[src/fieldbus_lamps_map.svh]
// register offsets, field positions, reset values and timing for the indicator block
`ifndef FIELDBUS_LAMPS_MAP_SVH
`define FIELDBUS_LAMPS_MAP_SVH

`define LAMPS_CTRL_OFS       4'h0
`define LAMPS_PRESCALE_OFS   4'h4
`define LAMPS_STATUS_OFS     4'h8

`define LAMPS_CTRL_DIAG_BIT  0
`define LAMPS_CTRL_RST       32'h0000_0001

`define LAMPS_STAT_LAMP_LSB  0
`define LAMPS_STAT_PAT_LSB   4
`define LAMPS_STAT_PHASE_LSB 12

`define LAMPS_CLK_NS         4
`define LAMPS_SLOT_NS        125000000
`define LAMPS_SLOTS_PER_S    8

`endif

[src/fieldbus_lamps_pkg.sv]
// types shared by the fieldbus card indicator block
package fieldbus_lamps_pkg;

  typedef enum logic [4:0] {
    PAT_OFF    = 5'b00001,
    PAT_STEADY = 5'b00010,
    PAT_1HZ    = 5'b00100,
    PAT_2HZ    = 5'b01000,
    PAT_4HZ    = 5'b10000
  } fault_pat_t;

  typedef enum logic [2:0] {
    LINK_DOWN = 3'b001,
    LINK_WAIT = 3'b010,
    LINK_UP   = 3'b100
  } link_state_t;

endpackage

[src/fieldbus_card_status_leds.sv]
// indicator drive for a fieldbus card: link, online, offline/fault and power lamps
//
// Contract
// - While the card is still connecting to the control board the link lamp is steadily on.
// - Once the control-board link is up the link lamp blinks with 1s period, 0.5s lit then 0.5s dark.
// - While the card is disconnected from the control board the link lamp is off.
// - While the card is online on the fieldbus the online lamp is steadily on.
// - While the card is not online the online lamp is off.
// - While the card is offline with no fault the offline/fault lamp is steadily on.
// - A configuration length mismatch blinks the offline/fault lamp at 1 Hz.
// - Wrong user parameter data blinks the offline/fault lamp at 2 Hz.
// - A failed protocol chip initialisation blinks the offline/fault lamp at 4 Hz.
// - With the diagnosis function disabled the offline/fault lamp is off.
// - The power lamp is lit once the control board feeds power to the card.
`timescale 1ns/1ps
`include "fieldbus_lamps_map.svh"
`default_nettype none

module fieldbus_card_status_leds
  import fieldbus_lamps_pkg::*;
#(
  parameter int unsigned SLOT_CYCLES = `LAMPS_SLOT_NS / `LAMPS_CLK_NS
)
(
  input  wire logic        CLK_SYS,          // system clock, 250 MHz
  input  wire logic        SYS_RST,          // synchronous reset, active high
  input  wire logic        WB_CYC_I,         // wishbone cycle
  input  wire logic        WB_STB_I,         // wishbone strobe
  input  wire logic        WB_WE_I,          // wishbone write enable
  input  wire logic [3:0]  WB_ADR_I,         // wishbone byte address
  input  wire logic [3:0]  WB_SEL_I,         // wishbone byte lanes
  input  wire logic [31:0] WB_DAT_I,         // wishbone write data
  output logic      [31:0] WB_DAT_O,         // wishbone read data
  output logic             WB_ACK_O,         // wishbone acknowledge
  input  wire logic        LINK_CONNECTING,  // card is establishing the control-board link
  input  wire logic        LINK_READY,       // control-board link properly established
  input  wire logic        BUS_ONLINE,       // online on the fieldbus, data exchange possible
  input  wire logic        CFG_LEN_ERR,      // configuration length differs from network config
  input  wire logic        PRM_DATA_ERR,     // parameter length or content is wrong
  input  wire logic        CHIP_INIT_ERR,    // protocol chip initialisation failed
  input  wire logic        POWER_FED,        // control board supplies card power
  output logic             LINK_STATUS_LAMP, // link status indicator
  output logic             BUS_ONLINE_LAMP,  // bus online indicator
  output logic             OFFLINE_FAULT_LAMP, // offline/fault indicator
  output logic             CARD_POWER_LAMP   // power indicator
);

  localparam int unsigned PHASE_W = $clog2(`LAMPS_SLOTS_PER_S);

  // refused at elaboration: a one-cycle slot would leave the reload with no count
  if (SLOT_CYCLES < 2)
  begin
    $error("SLOT_CYCLES must be at least 2");
  end
  if (`LAMPS_SLOTS_PER_S != 8)
  begin
    $error("blink phase needs eight slots per second");
  end

  // byte-lane merge, shared by every writable register
  function automatic logic [31:0] lane_merge(
    input logic [31:0] old_val,
    input logic [31:0] new_val,
    input logic [3:0]  sel
  );
    logic [31:0] res;
    res = old_val;
    for (int i = 0; i < 4; i++)
      if (sel[i])
        res[8*i +: 8] = new_val[8*i +: 8];
    return res;
  endfunction

  // lamp level for a pattern; each blink starts with its lit half
  function automatic logic pat_level(
    input fault_pat_t         pat,
    input logic [PHASE_W-1:0] ph
  );
    logic lvl;
    lvl = 1'b0;
    unique case (pat)
      PAT_OFF:    lvl = 1'b0;
      PAT_STEADY: lvl = 1'b1;
      PAT_1HZ:    lvl = ~ph[2];
      PAT_2HZ:    lvl = ~ph[1];
      PAT_4HZ:    lvl = ~ph[0];
      default:    lvl = 1'b0;
    endcase
    return lvl;
  endfunction

  // ---------------- register bus ----------------
  logic [31:0]        ctrl;
  logic [31:0]        prescale;
  logic [31:0]        slot_cnt;
  logic [PHASE_W-1:0] phase;
  logic               ack;
  logic [31:0]        rdata;

  wire        bus_req    = WB_CYC_I & WB_STB_I & ~ack;
  wire        bus_wr     = bus_req & WB_WE_I;
  wire        hit_ctrl   = (WB_ADR_I == `LAMPS_CTRL_OFS);
  wire        hit_pre    = (WB_ADR_I == `LAMPS_PRESCALE_OFS);
  wire        hit_stat   = (WB_ADR_I == `LAMPS_STATUS_OFS);
  wire        diag_en    = ctrl[`LAMPS_CTRL_DIAG_BIT];
  wire [31:0] next_ctrl  = lane_merge(ctrl, WB_DAT_I, WB_SEL_I);
  wire [31:0] next_pre   = lane_merge(prescale, WB_DAT_I, WB_SEL_I);

  fault_pat_t  fault_pat;
  link_state_t link_state;

  wire [3:0] lamps = {CARD_POWER_LAMP, OFFLINE_FAULT_LAMP, BUS_ONLINE_LAMP,
                      LINK_STATUS_LAMP};

  wire [31:0] status_word =
    (32'(lamps) << `LAMPS_STAT_LAMP_LSB) |
    (32'(fault_pat) << `LAMPS_STAT_PAT_LSB) |
    (32'(phase) << `LAMPS_STAT_PHASE_LSB);

  // only the diagnosis enable is writable in ctrl; other bits read zero
  wire [31:0] ctrl_rd = {31'h0, diag_en};

  wire [31:0] read_mux = hit_ctrl ? ctrl_rd :
                         hit_pre  ? prescale :
                         hit_stat ? status_word : 32'h0;

  // one wait state: ack a cycle after the request, dropped the cycle after
  always_ff @(posedge CLK_SYS)
  begin
    if (SYS_RST)
      ack <= 1'b0;
    else
      ack <= bus_req;
  end

  always_ff @(posedge CLK_SYS)
  begin
    if (SYS_RST)
      rdata <= 32'h0;
    else if (bus_req && !WB_WE_I)
      rdata <= read_mux;
  end

  // writes land on the request edge; the request holds until ack anyway
  always_ff @(posedge CLK_SYS)
  begin
    if (SYS_RST)
      ctrl <= `LAMPS_CTRL_RST;
    else if (bus_wr && hit_ctrl)
      ctrl <= {31'h0, next_ctrl[`LAMPS_CTRL_DIAG_BIT]};
  end

  always_ff @(posedge CLK_SYS)
  begin
    if (SYS_RST)
      prescale <= 32'(SLOT_CYCLES - 1);
    else if (bus_wr && hit_pre)
      prescale <= next_pre;
  end

  assign WB_ACK_O = ack;
  assign WB_DAT_O = rdata;

  // ---------------- blink time base ----------------
  // a new prescale value applies at the next reload, so a slot is never cut short
  wire slot_tick = (slot_cnt == 32'h0);

  always_ff @(posedge CLK_SYS)
  begin
    if (SYS_RST)
      slot_cnt <= 32'(SLOT_CYCLES - 1);
    else if (slot_tick)
      slot_cnt <= prescale;
    else
      slot_cnt <= slot_cnt - 32'h1;
  end

  // eight slots of 125 ms make one second; bit 2 is 1 Hz, bit 1 2 Hz, bit 0 4 Hz
  always_ff @(posedge CLK_SYS)
  begin
    if (SYS_RST)
      phase <= '0;
    else if (slot_tick)
      phase <= phase + PHASE_W'(1);
  end

  wire blink_1hz = ~phase[2];

  // ---------------- state selection ----------------
  // link up outranks connecting, so a late connecting flag cannot freeze the lamp on
  assign link_state = LINK_READY      ? LINK_UP :
                      LINK_CONNECTING ? LINK_WAIT :
                      LINK_DOWN;

  wire link_level = (link_state == LINK_UP)   ? blink_1hz :
                    (link_state == LINK_WAIT) ? 1'b1 : 1'b0;

  // diagnosis off masks every fault pattern, steady offline included
  assign fault_pat = !diag_en      ? PAT_OFF :
                     CHIP_INIT_ERR ? PAT_4HZ :
                     PRM_DATA_ERR  ? PAT_2HZ :
                     CFG_LEN_ERR   ? PAT_1HZ :
                     !BUS_ONLINE   ? PAT_STEADY :
                     PAT_OFF;

  wire fault_level = pat_level(fault_pat, phase);

  // ---------------- lamp flip-flops ----------------
  always_ff @(posedge CLK_SYS)
  begin
    if (SYS_RST)
    begin
      LINK_STATUS_LAMP   <= 1'b0;
      BUS_ONLINE_LAMP    <= 1'b0;
      OFFLINE_FAULT_LAMP <= 1'b0;
      CARD_POWER_LAMP    <= 1'b0;
    end
    else
    begin
      LINK_STATUS_LAMP   <= link_level;
      BUS_ONLINE_LAMP    <= BUS_ONLINE;
      OFFLINE_FAULT_LAMP <= fault_level;
      CARD_POWER_LAMP    <= POWER_FED;
    end
  end
endmodule

`default_nettype wire

[config.mk]
export PLATFORM = sky130hd
export DESIGN_NAME = fieldbus_card_status_leds
export DESIGN_NICKNAME = d
export VERILOG_FILES = /design/src/fieldbus_lamps_pkg.sv /design/src/fieldbus_card_status_leds.sv
export VERILOG_INCLUDE_DIRS = /design/src
export SDC_FILE = /design/constraint.sdc
export NUM_CORES = 1
export LEC_CHECK = 0
export BUFFER_PORTS_ARGS = -buffer_cell sky130_fd_sc_hd__buf_2
export CAP_MARGIN = 20
export CORE_MARGIN = 8
export CORE_UTILIZATION = 59
export CTS_CLUSTER_SIZE = 16
export DETAILED_ROUTE_END_ITERATION = 7
export GPL_ROUTABILITY_DRIVEN = 0
export PLACE_DENSITY = 0.85
export SETUP_SLACK_MARGIN = 0.2
export SYNTH_ARGS = -nofsm -noshare
export SYNTH_HDL_FRONTEND = slang
export SYNTH_SLANG_ARGS = --single-unit
[constraint.sdc]
create_clock -name CLK_SYS -period 6.2 [get_ports CLK_SYS]
set_clock_uncertainty 0.05 [all_clocks]
set_input_delay 0.62 -clock CLK_SYS [delete_from_list [all_inputs] [get_ports CLK_SYS]]
set_output_delay 0.62 -clock CLK_SYS [all_outputs]
set_load 0.01 [all_outputs]
# Yosys cells after proc, flatten, opt, wreduce, memory -nomap -nowiden
# Cells that the tools add are included.
dict set report totals {
  regBits 105
  latch_bits 0
  n_memories 0
  rom_bits 0
  ramBits 0
  inputBits 52
}
dict set report op_classes {
  eq_ne 8
  div_mod_pow 0
  n_mul 0
  n_reduce_logical 11
  addsub 2
  muxes 14
  magnitude_cmp 0
  shifts 0
  bitwise 9
}
# op count
set ops {}
lappend ops {{$mux 32} 3}
lappend ops {{$logic_not 32->1} 1}
lappend ops {{$sub 32x1->32 const B} 1}
lappend ops {{$mux 15} 1}
lappend ops {{$or 9x15->15} 1}
lappend ops {{$mux 5} 2}
lappend ops {{$reduce_and 2->1} 5}
lappend ops {{$or 4x9->9} 1}
lappend ops {{$mux 3} 2}
lappend ops {{$eq 5x2->1 const B} 1}
lappend ops {{$eq 5x3->1 const B} 1}
lappend ops {{$eq 5x4->1 const B} 1}
lappend ops {{$eq 5x5->1 const B} 1}
lappend ops {{$eq 4x3->1 const B} 1}
lappend ops {{$eq 4x4->1 const B} 1}
lappend ops {{$logic_not 4->1} 1}
lappend ops {{$mux 2} 2}
lappend ops {{$mux 4} 1}
lappend ops {{$not 1->1} 4}
lappend ops {{$pmux 1 s4} 1}
lappend ops {{$add 3x1->3 const B} 1}
lappend ops {{$and 1x1->1} 3}
lappend ops {{$eq 3x2->1 const B} 1}
lappend ops {{$eq 3x3->1 const B} 1}
lappend ops {{other kinds (3)} 6}

# Depth between registers and ports, before layout
dict set report depth {
  depth_word 10
  depth_mapped 9
}

# Worst setup path before layout
# No wires, ideal clock.
dict set report synth_path {
  path_type {input-to-reg}
  start {in WB_ADR_I[1]}
  end {reg prescale[1]}
  path_stages 5
  arrival_time_ps 2158
  setup_time_ps 63
  required_ps 6087
  slack_ps 3930
  path_cell_list {or4b_2 nor3_2 clkbuf_1 nand3_1 nand3_1}
}
dict set report synth_via {
  elab_chain_cells 3
}
# item line_no
set synth_rtl {}
lappend synth_rtl {{start, declared} fieldbus_card_status_leds.sv:30} ;# input wire logic [3:0] WB_ADR_I,
lappend synth_rtl {{$eq 4x3->1 (no source line)} --}
lappend synth_rtl {{$logic_and 1x1->1} fieldbus_card_status_leds.sv:157} ;# else if (bus_wr && hit_pre)
lappend synth_rtl {{$reduce_and 2->1 (no source line)} --}
lappend synth_rtl {{end signal, assigned} fieldbus_card_status_leds.sv:156} ;# prescale <= 32'(SLOT_CYCLES - 1);
lappend synth_rtl {{end signal, assigned} fieldbus_card_status_leds.sv:158} ;# prescale <= next_pre;
lappend synth_rtl {{end, declared} fieldbus_card_status_leds.sv:94} ;# logic [31:0] prescale;
# Every way passes these cells.
# A chain may end at the register's enable or synchronous reset.

# Worst setup path after layout
dict set report layout_path {
  start {reg slot_cnt[0]}
  end {reg slot_cnt[14]}
}
dict set report layout_via {
  elab_chain_cells 2
  elab_cells_between_ends 3
  cone_classes {1 x add/sub; 1 x mux; 1 x reduce/logical}
}
# item line_no
set layout_rtl {}
lappend layout_rtl {{start, declared} fieldbus_card_status_leds.sv:95} ;# logic [31:0] slot_cnt;
lappend layout_rtl {{start signal, assigned} fieldbus_card_status_leds.sv:171} ;# slot_cnt <= 32'(SLOT_CYCLES - 1);
lappend layout_rtl {{start signal, assigned} fieldbus_card_status_leds.sv:173} ;# slot_cnt <= prescale;
lappend layout_rtl {{start signal, assigned} fieldbus_card_status_leds.sv:175} ;# slot_cnt <= slot_cnt - 32'h1;
lappend layout_rtl {{$sub 32x1->32 or $logic_not 32->1 (tied branches)} {fieldbus_card_status_leds.sv:175, fieldbus_card_status_leds.sv:166}}
lappend layout_rtl {{$mux 32 *} fieldbus_card_status_leds.sv:172} ;# else if (slot_tick)
# Every way passes the cells marked *; elsewhere a longest branch is shown, timed or not.

==> results.sh <==
export IMPL_status="completed"
export IMPL_vias=4186
export IMPL_crit_family="simple AND/OR/NAND/NOR gates"
export IMPL_hp_start="POWER_FED"
export IMPL_start_kind="register"
export IMPL_nets=649
export IMPL_port_buffers=88
export IMPL_ff2ff_path_depth=7
export IMPL_cts_sinks=105
export IMPL_worstHoldPathType="input port to register"
export IMPL_std_cell_rows=31
export IMPL_synth_avg_cell_area_um2=8.51
export IMPL_placedCellCount=682
export IMPL_cts_path_max_buffers=2
export IMPL_grt_pass1_vias=4082
export IMPL_slowest_stage="nor3b_1"
export IMPL_avgRoutedWirePerCell_um=17.2
export IMPL_cts_buffers=9
export IMPL_cts_root_buffer="clkbuf_8"
export IMPL_worstPathMaxFanout=11
export IMPL_arrival_ns=3.01
export IMPL_met1_length_um=5250
export IMPL_worst_pin_slew_ns=1.02
export IMPL_remaining_drc_errors=0
export IMPL_ir_worst_vdd_mv=0.229
export IMPL_syn_area_um2=4460
export IMPL_async_flop_share_pct=0
export IMPL_cp_required_ns=6.35
export IMPL_path_buf_inv=1
export IMPL_setup_viol=0
export IMPL_die_area_um2=10600
export IMPL_clkSlewWorstSetupHoldPaths_ns=0.10
export IMPL_syn_to_final_growth_pct=15.0
export IMPL_final_util_pct=70.3
export IMPL_critical_path_class="register to register"
export IMPL_fmax_mhz=350
export IMPL_crit_reg2reg_capture="slot_cnt[14]"
export IMPL_yosys_warnings=0
export IMPL_cts_tree="yes"
export IMPL_startpoint="slot_cnt[0]"
export IMPL_grt_setup_unrepaired="no"
export IMPL_end_kind="register"
export IMPL_grt_max_degree=74
export IMPL_vias_per_cell=6.00
export IMPL_reg2reg_from="slot_cnt[0]"
export IMPL_clock_latency_ns=0.37
export IMPL_worstPathCellList="inv_1 -> ha_1 -> nor3b_1 -> nand3_1 -> or3_2 -> xor2_1 -> a31oi_1"
export IMPL_h_tree_depth=3
export IMPL_crit_cells=7
export IMPL_antenna_found_initial=0
export IMPL_critical_path_max_stage_delay_ns=0.66
export IMPL_hpwl_um=8470
export IMPL_synth_edf_count=0
export IMPL_relSlewSlack_pct=32.0
export IMPL_drt_wl_total_um=12000
export IMPL_grt_overflow=0
export IMPL_cap_violations=0
export IMPL_finalMaxSlewViolations=0
export IMPL_drtPass1Iterations=5
export IMPL_syn_nets=579
export IMPL_crit_path_end="slot_cnt[14]"
export IMPL_ios=89
export IMPL_ys_seq_area_share_pct=47.2
export IMPL_cts_setup_buffers=0
export IMPL_drive_gt1_share_pct=20.5
export IMPL_maxUsedRoutingLayer="met4"
export IMPL_grt_pass1_wl_um=19900
export IMPL_powerDensity_nw_per_um2=231
export IMPL_die_w_um=103
export IMPL_route_met3_wl_um=1060
export IMPL_synth_seq_cells=105
export IMPL_layout_cells_non_filler=698
export IMPL_synth_cells=524
export IMPL_finalCriticalPeriod_ns=2.86
export IMPL_drt_iter0_drc=406
export IMPL_postCtsResizedCells=0
export IMPL_p_leak_nw=2.03
export IMPL_grt_usage_pct=23.5
export IMPL_initial_core_util_pct=61.1
export IMPL_n_antenna_cell=0
export IMPL_synthDistinctLibCells=56
export IMPL_die_h_um=103
export IMPL_tns_ns=0
export IMPL_dr_wl_met2_um=5520
export IMPL_ys_flop_type="dfxtp_1"
export IMPL_post_route_period_util_pct=46.1
export IMPL_hold_violations=0
export IMPL_core_um2=7290
export IMPL_ant_nets=0
export IMPL_rrSetupSlack_ns=3.34
export IMPL_holdBufCountCts=0
[cell type report]
type	instances	area [µm²]
clock inverter	7	76.3
tap	99	124
inverter	5	18.8
sequential	105	2100
fill	607	2170
timing repair buffer	94	485
clock buffer	9	124
multi-input combinational	379	2200
[routing by layer]
layer	up-vias	global-route usage, %
met5	-	0
met3	21	5.74
li1	2020	-
met1	1962	31.8
met4	0	7.01
met2	183	36.0
[worst register-to-register path, stage by stage, from the launching register on]
cell and delay (ns):
dfxtp_1 0.34, inv_1 0.11, ha_1 0.19, nor3b_1 0.67
nand3_1 0.51, or3_2 0.58, xor2_1 0.14, a31oi_1 0.09
[metrics by stage]
step                power [mW]  cell area (µm²)  setup slack (ns)  hold slack [ns]
finish                    1.18             5130              3.34            0.412
CTS                       1.18             5130              3.38            0.404
detailed placement       0.770             4930              3.43            0.427
floorplan                0.737             4460              3.93            0.399
global placement         0.768             4920              3.35            0.416
global route              1.22             5130              3.10            0.433
[synth_stat cells (all sizes together) (7+ instances only)]
cell | n | share of area [%]
clkbuf | 29 | 2.4
dfxtp | 105 | 47
nor2 | 78 | 6.6
xnor2 | 17 | 3.3
nand2 | 52 | 4.4
o21ai | 16 | 1.8
nor3 | 19 | 2.2
a21oi | 24 | 2.7
a22oi | 22 | 3.7
a221oi | 7 | 1.4
or4 | 7 | 1.3
nand3 | 52 | 5.8
a211oi | 12 | 2.1
nor4 | 9 | 2.1
[state kept, by name (all words and copies together), names as in the netlist, 3 cells and up]
register,flops
phase,3
slot_cnt,32
prescale,32
WB_DAT_O,32
[where the power goes]
group	leakage [nW]	switching (mW)	total (mW)	internal (mW)
logic	1.08	0.0410	0.0676	0.0266
clock network	0.0962	0.239	0.428	0.190
registers	0.850	0.00537	0.687	0.682
[cells by family (layout without fill, tap and decap cells)]
kind of cell / count (synthesis) / in the layout / share of synthesized area [%]
and+or+nand+nor: 247 / 247 / 27.2
DFF: 105 / 105 / 47.2
AOI/OAI and AO/OA: 103 / 103 / 15.8
buffers and inverters: 40 / 115 / 3.71
xor gates and xnor gates: 21 / 21 / 4.13
muxes: 5 / 5 / 1.12
adders and majority gates: 3 / 3 / 0.842
[worst min path at each step]
stage | end | slack [ns] | cells after the start
after floorplan | prescale[25] | 0.40 | 2
after global placement | prescale[28] | 0.42 | 2
after detailed placement | prescale[13] | 0.43 | 2
after CTS | CARD_POWER_LAMP | 0.40 | 2
after global routing | prescale[20] | 0.43 | 3
final | CARD_POWER_LAMP | 0.41 | 2
[layout by cell type, fill, tap and decap left out, types with 4 or more instances in the layout]
cell	n
o21ai_0	16
inv_1	5
xnor2_1	17
nand4_1	4
buf_2	88
a22oi_1	22
dfxtp_1	105
or4_1	5
nor3_1	18
nand2_1	52
xor2_1	4
a221oi_1	7
mux2i_1	5
nand3_1	52
nor2_1	78
or3_1	4
a21oi_1	24
nor4_1	6
clkbuf_8	9
a211oi_1	11
buf_4	6
Note: power is estimated with default switching activity, not from simulation.
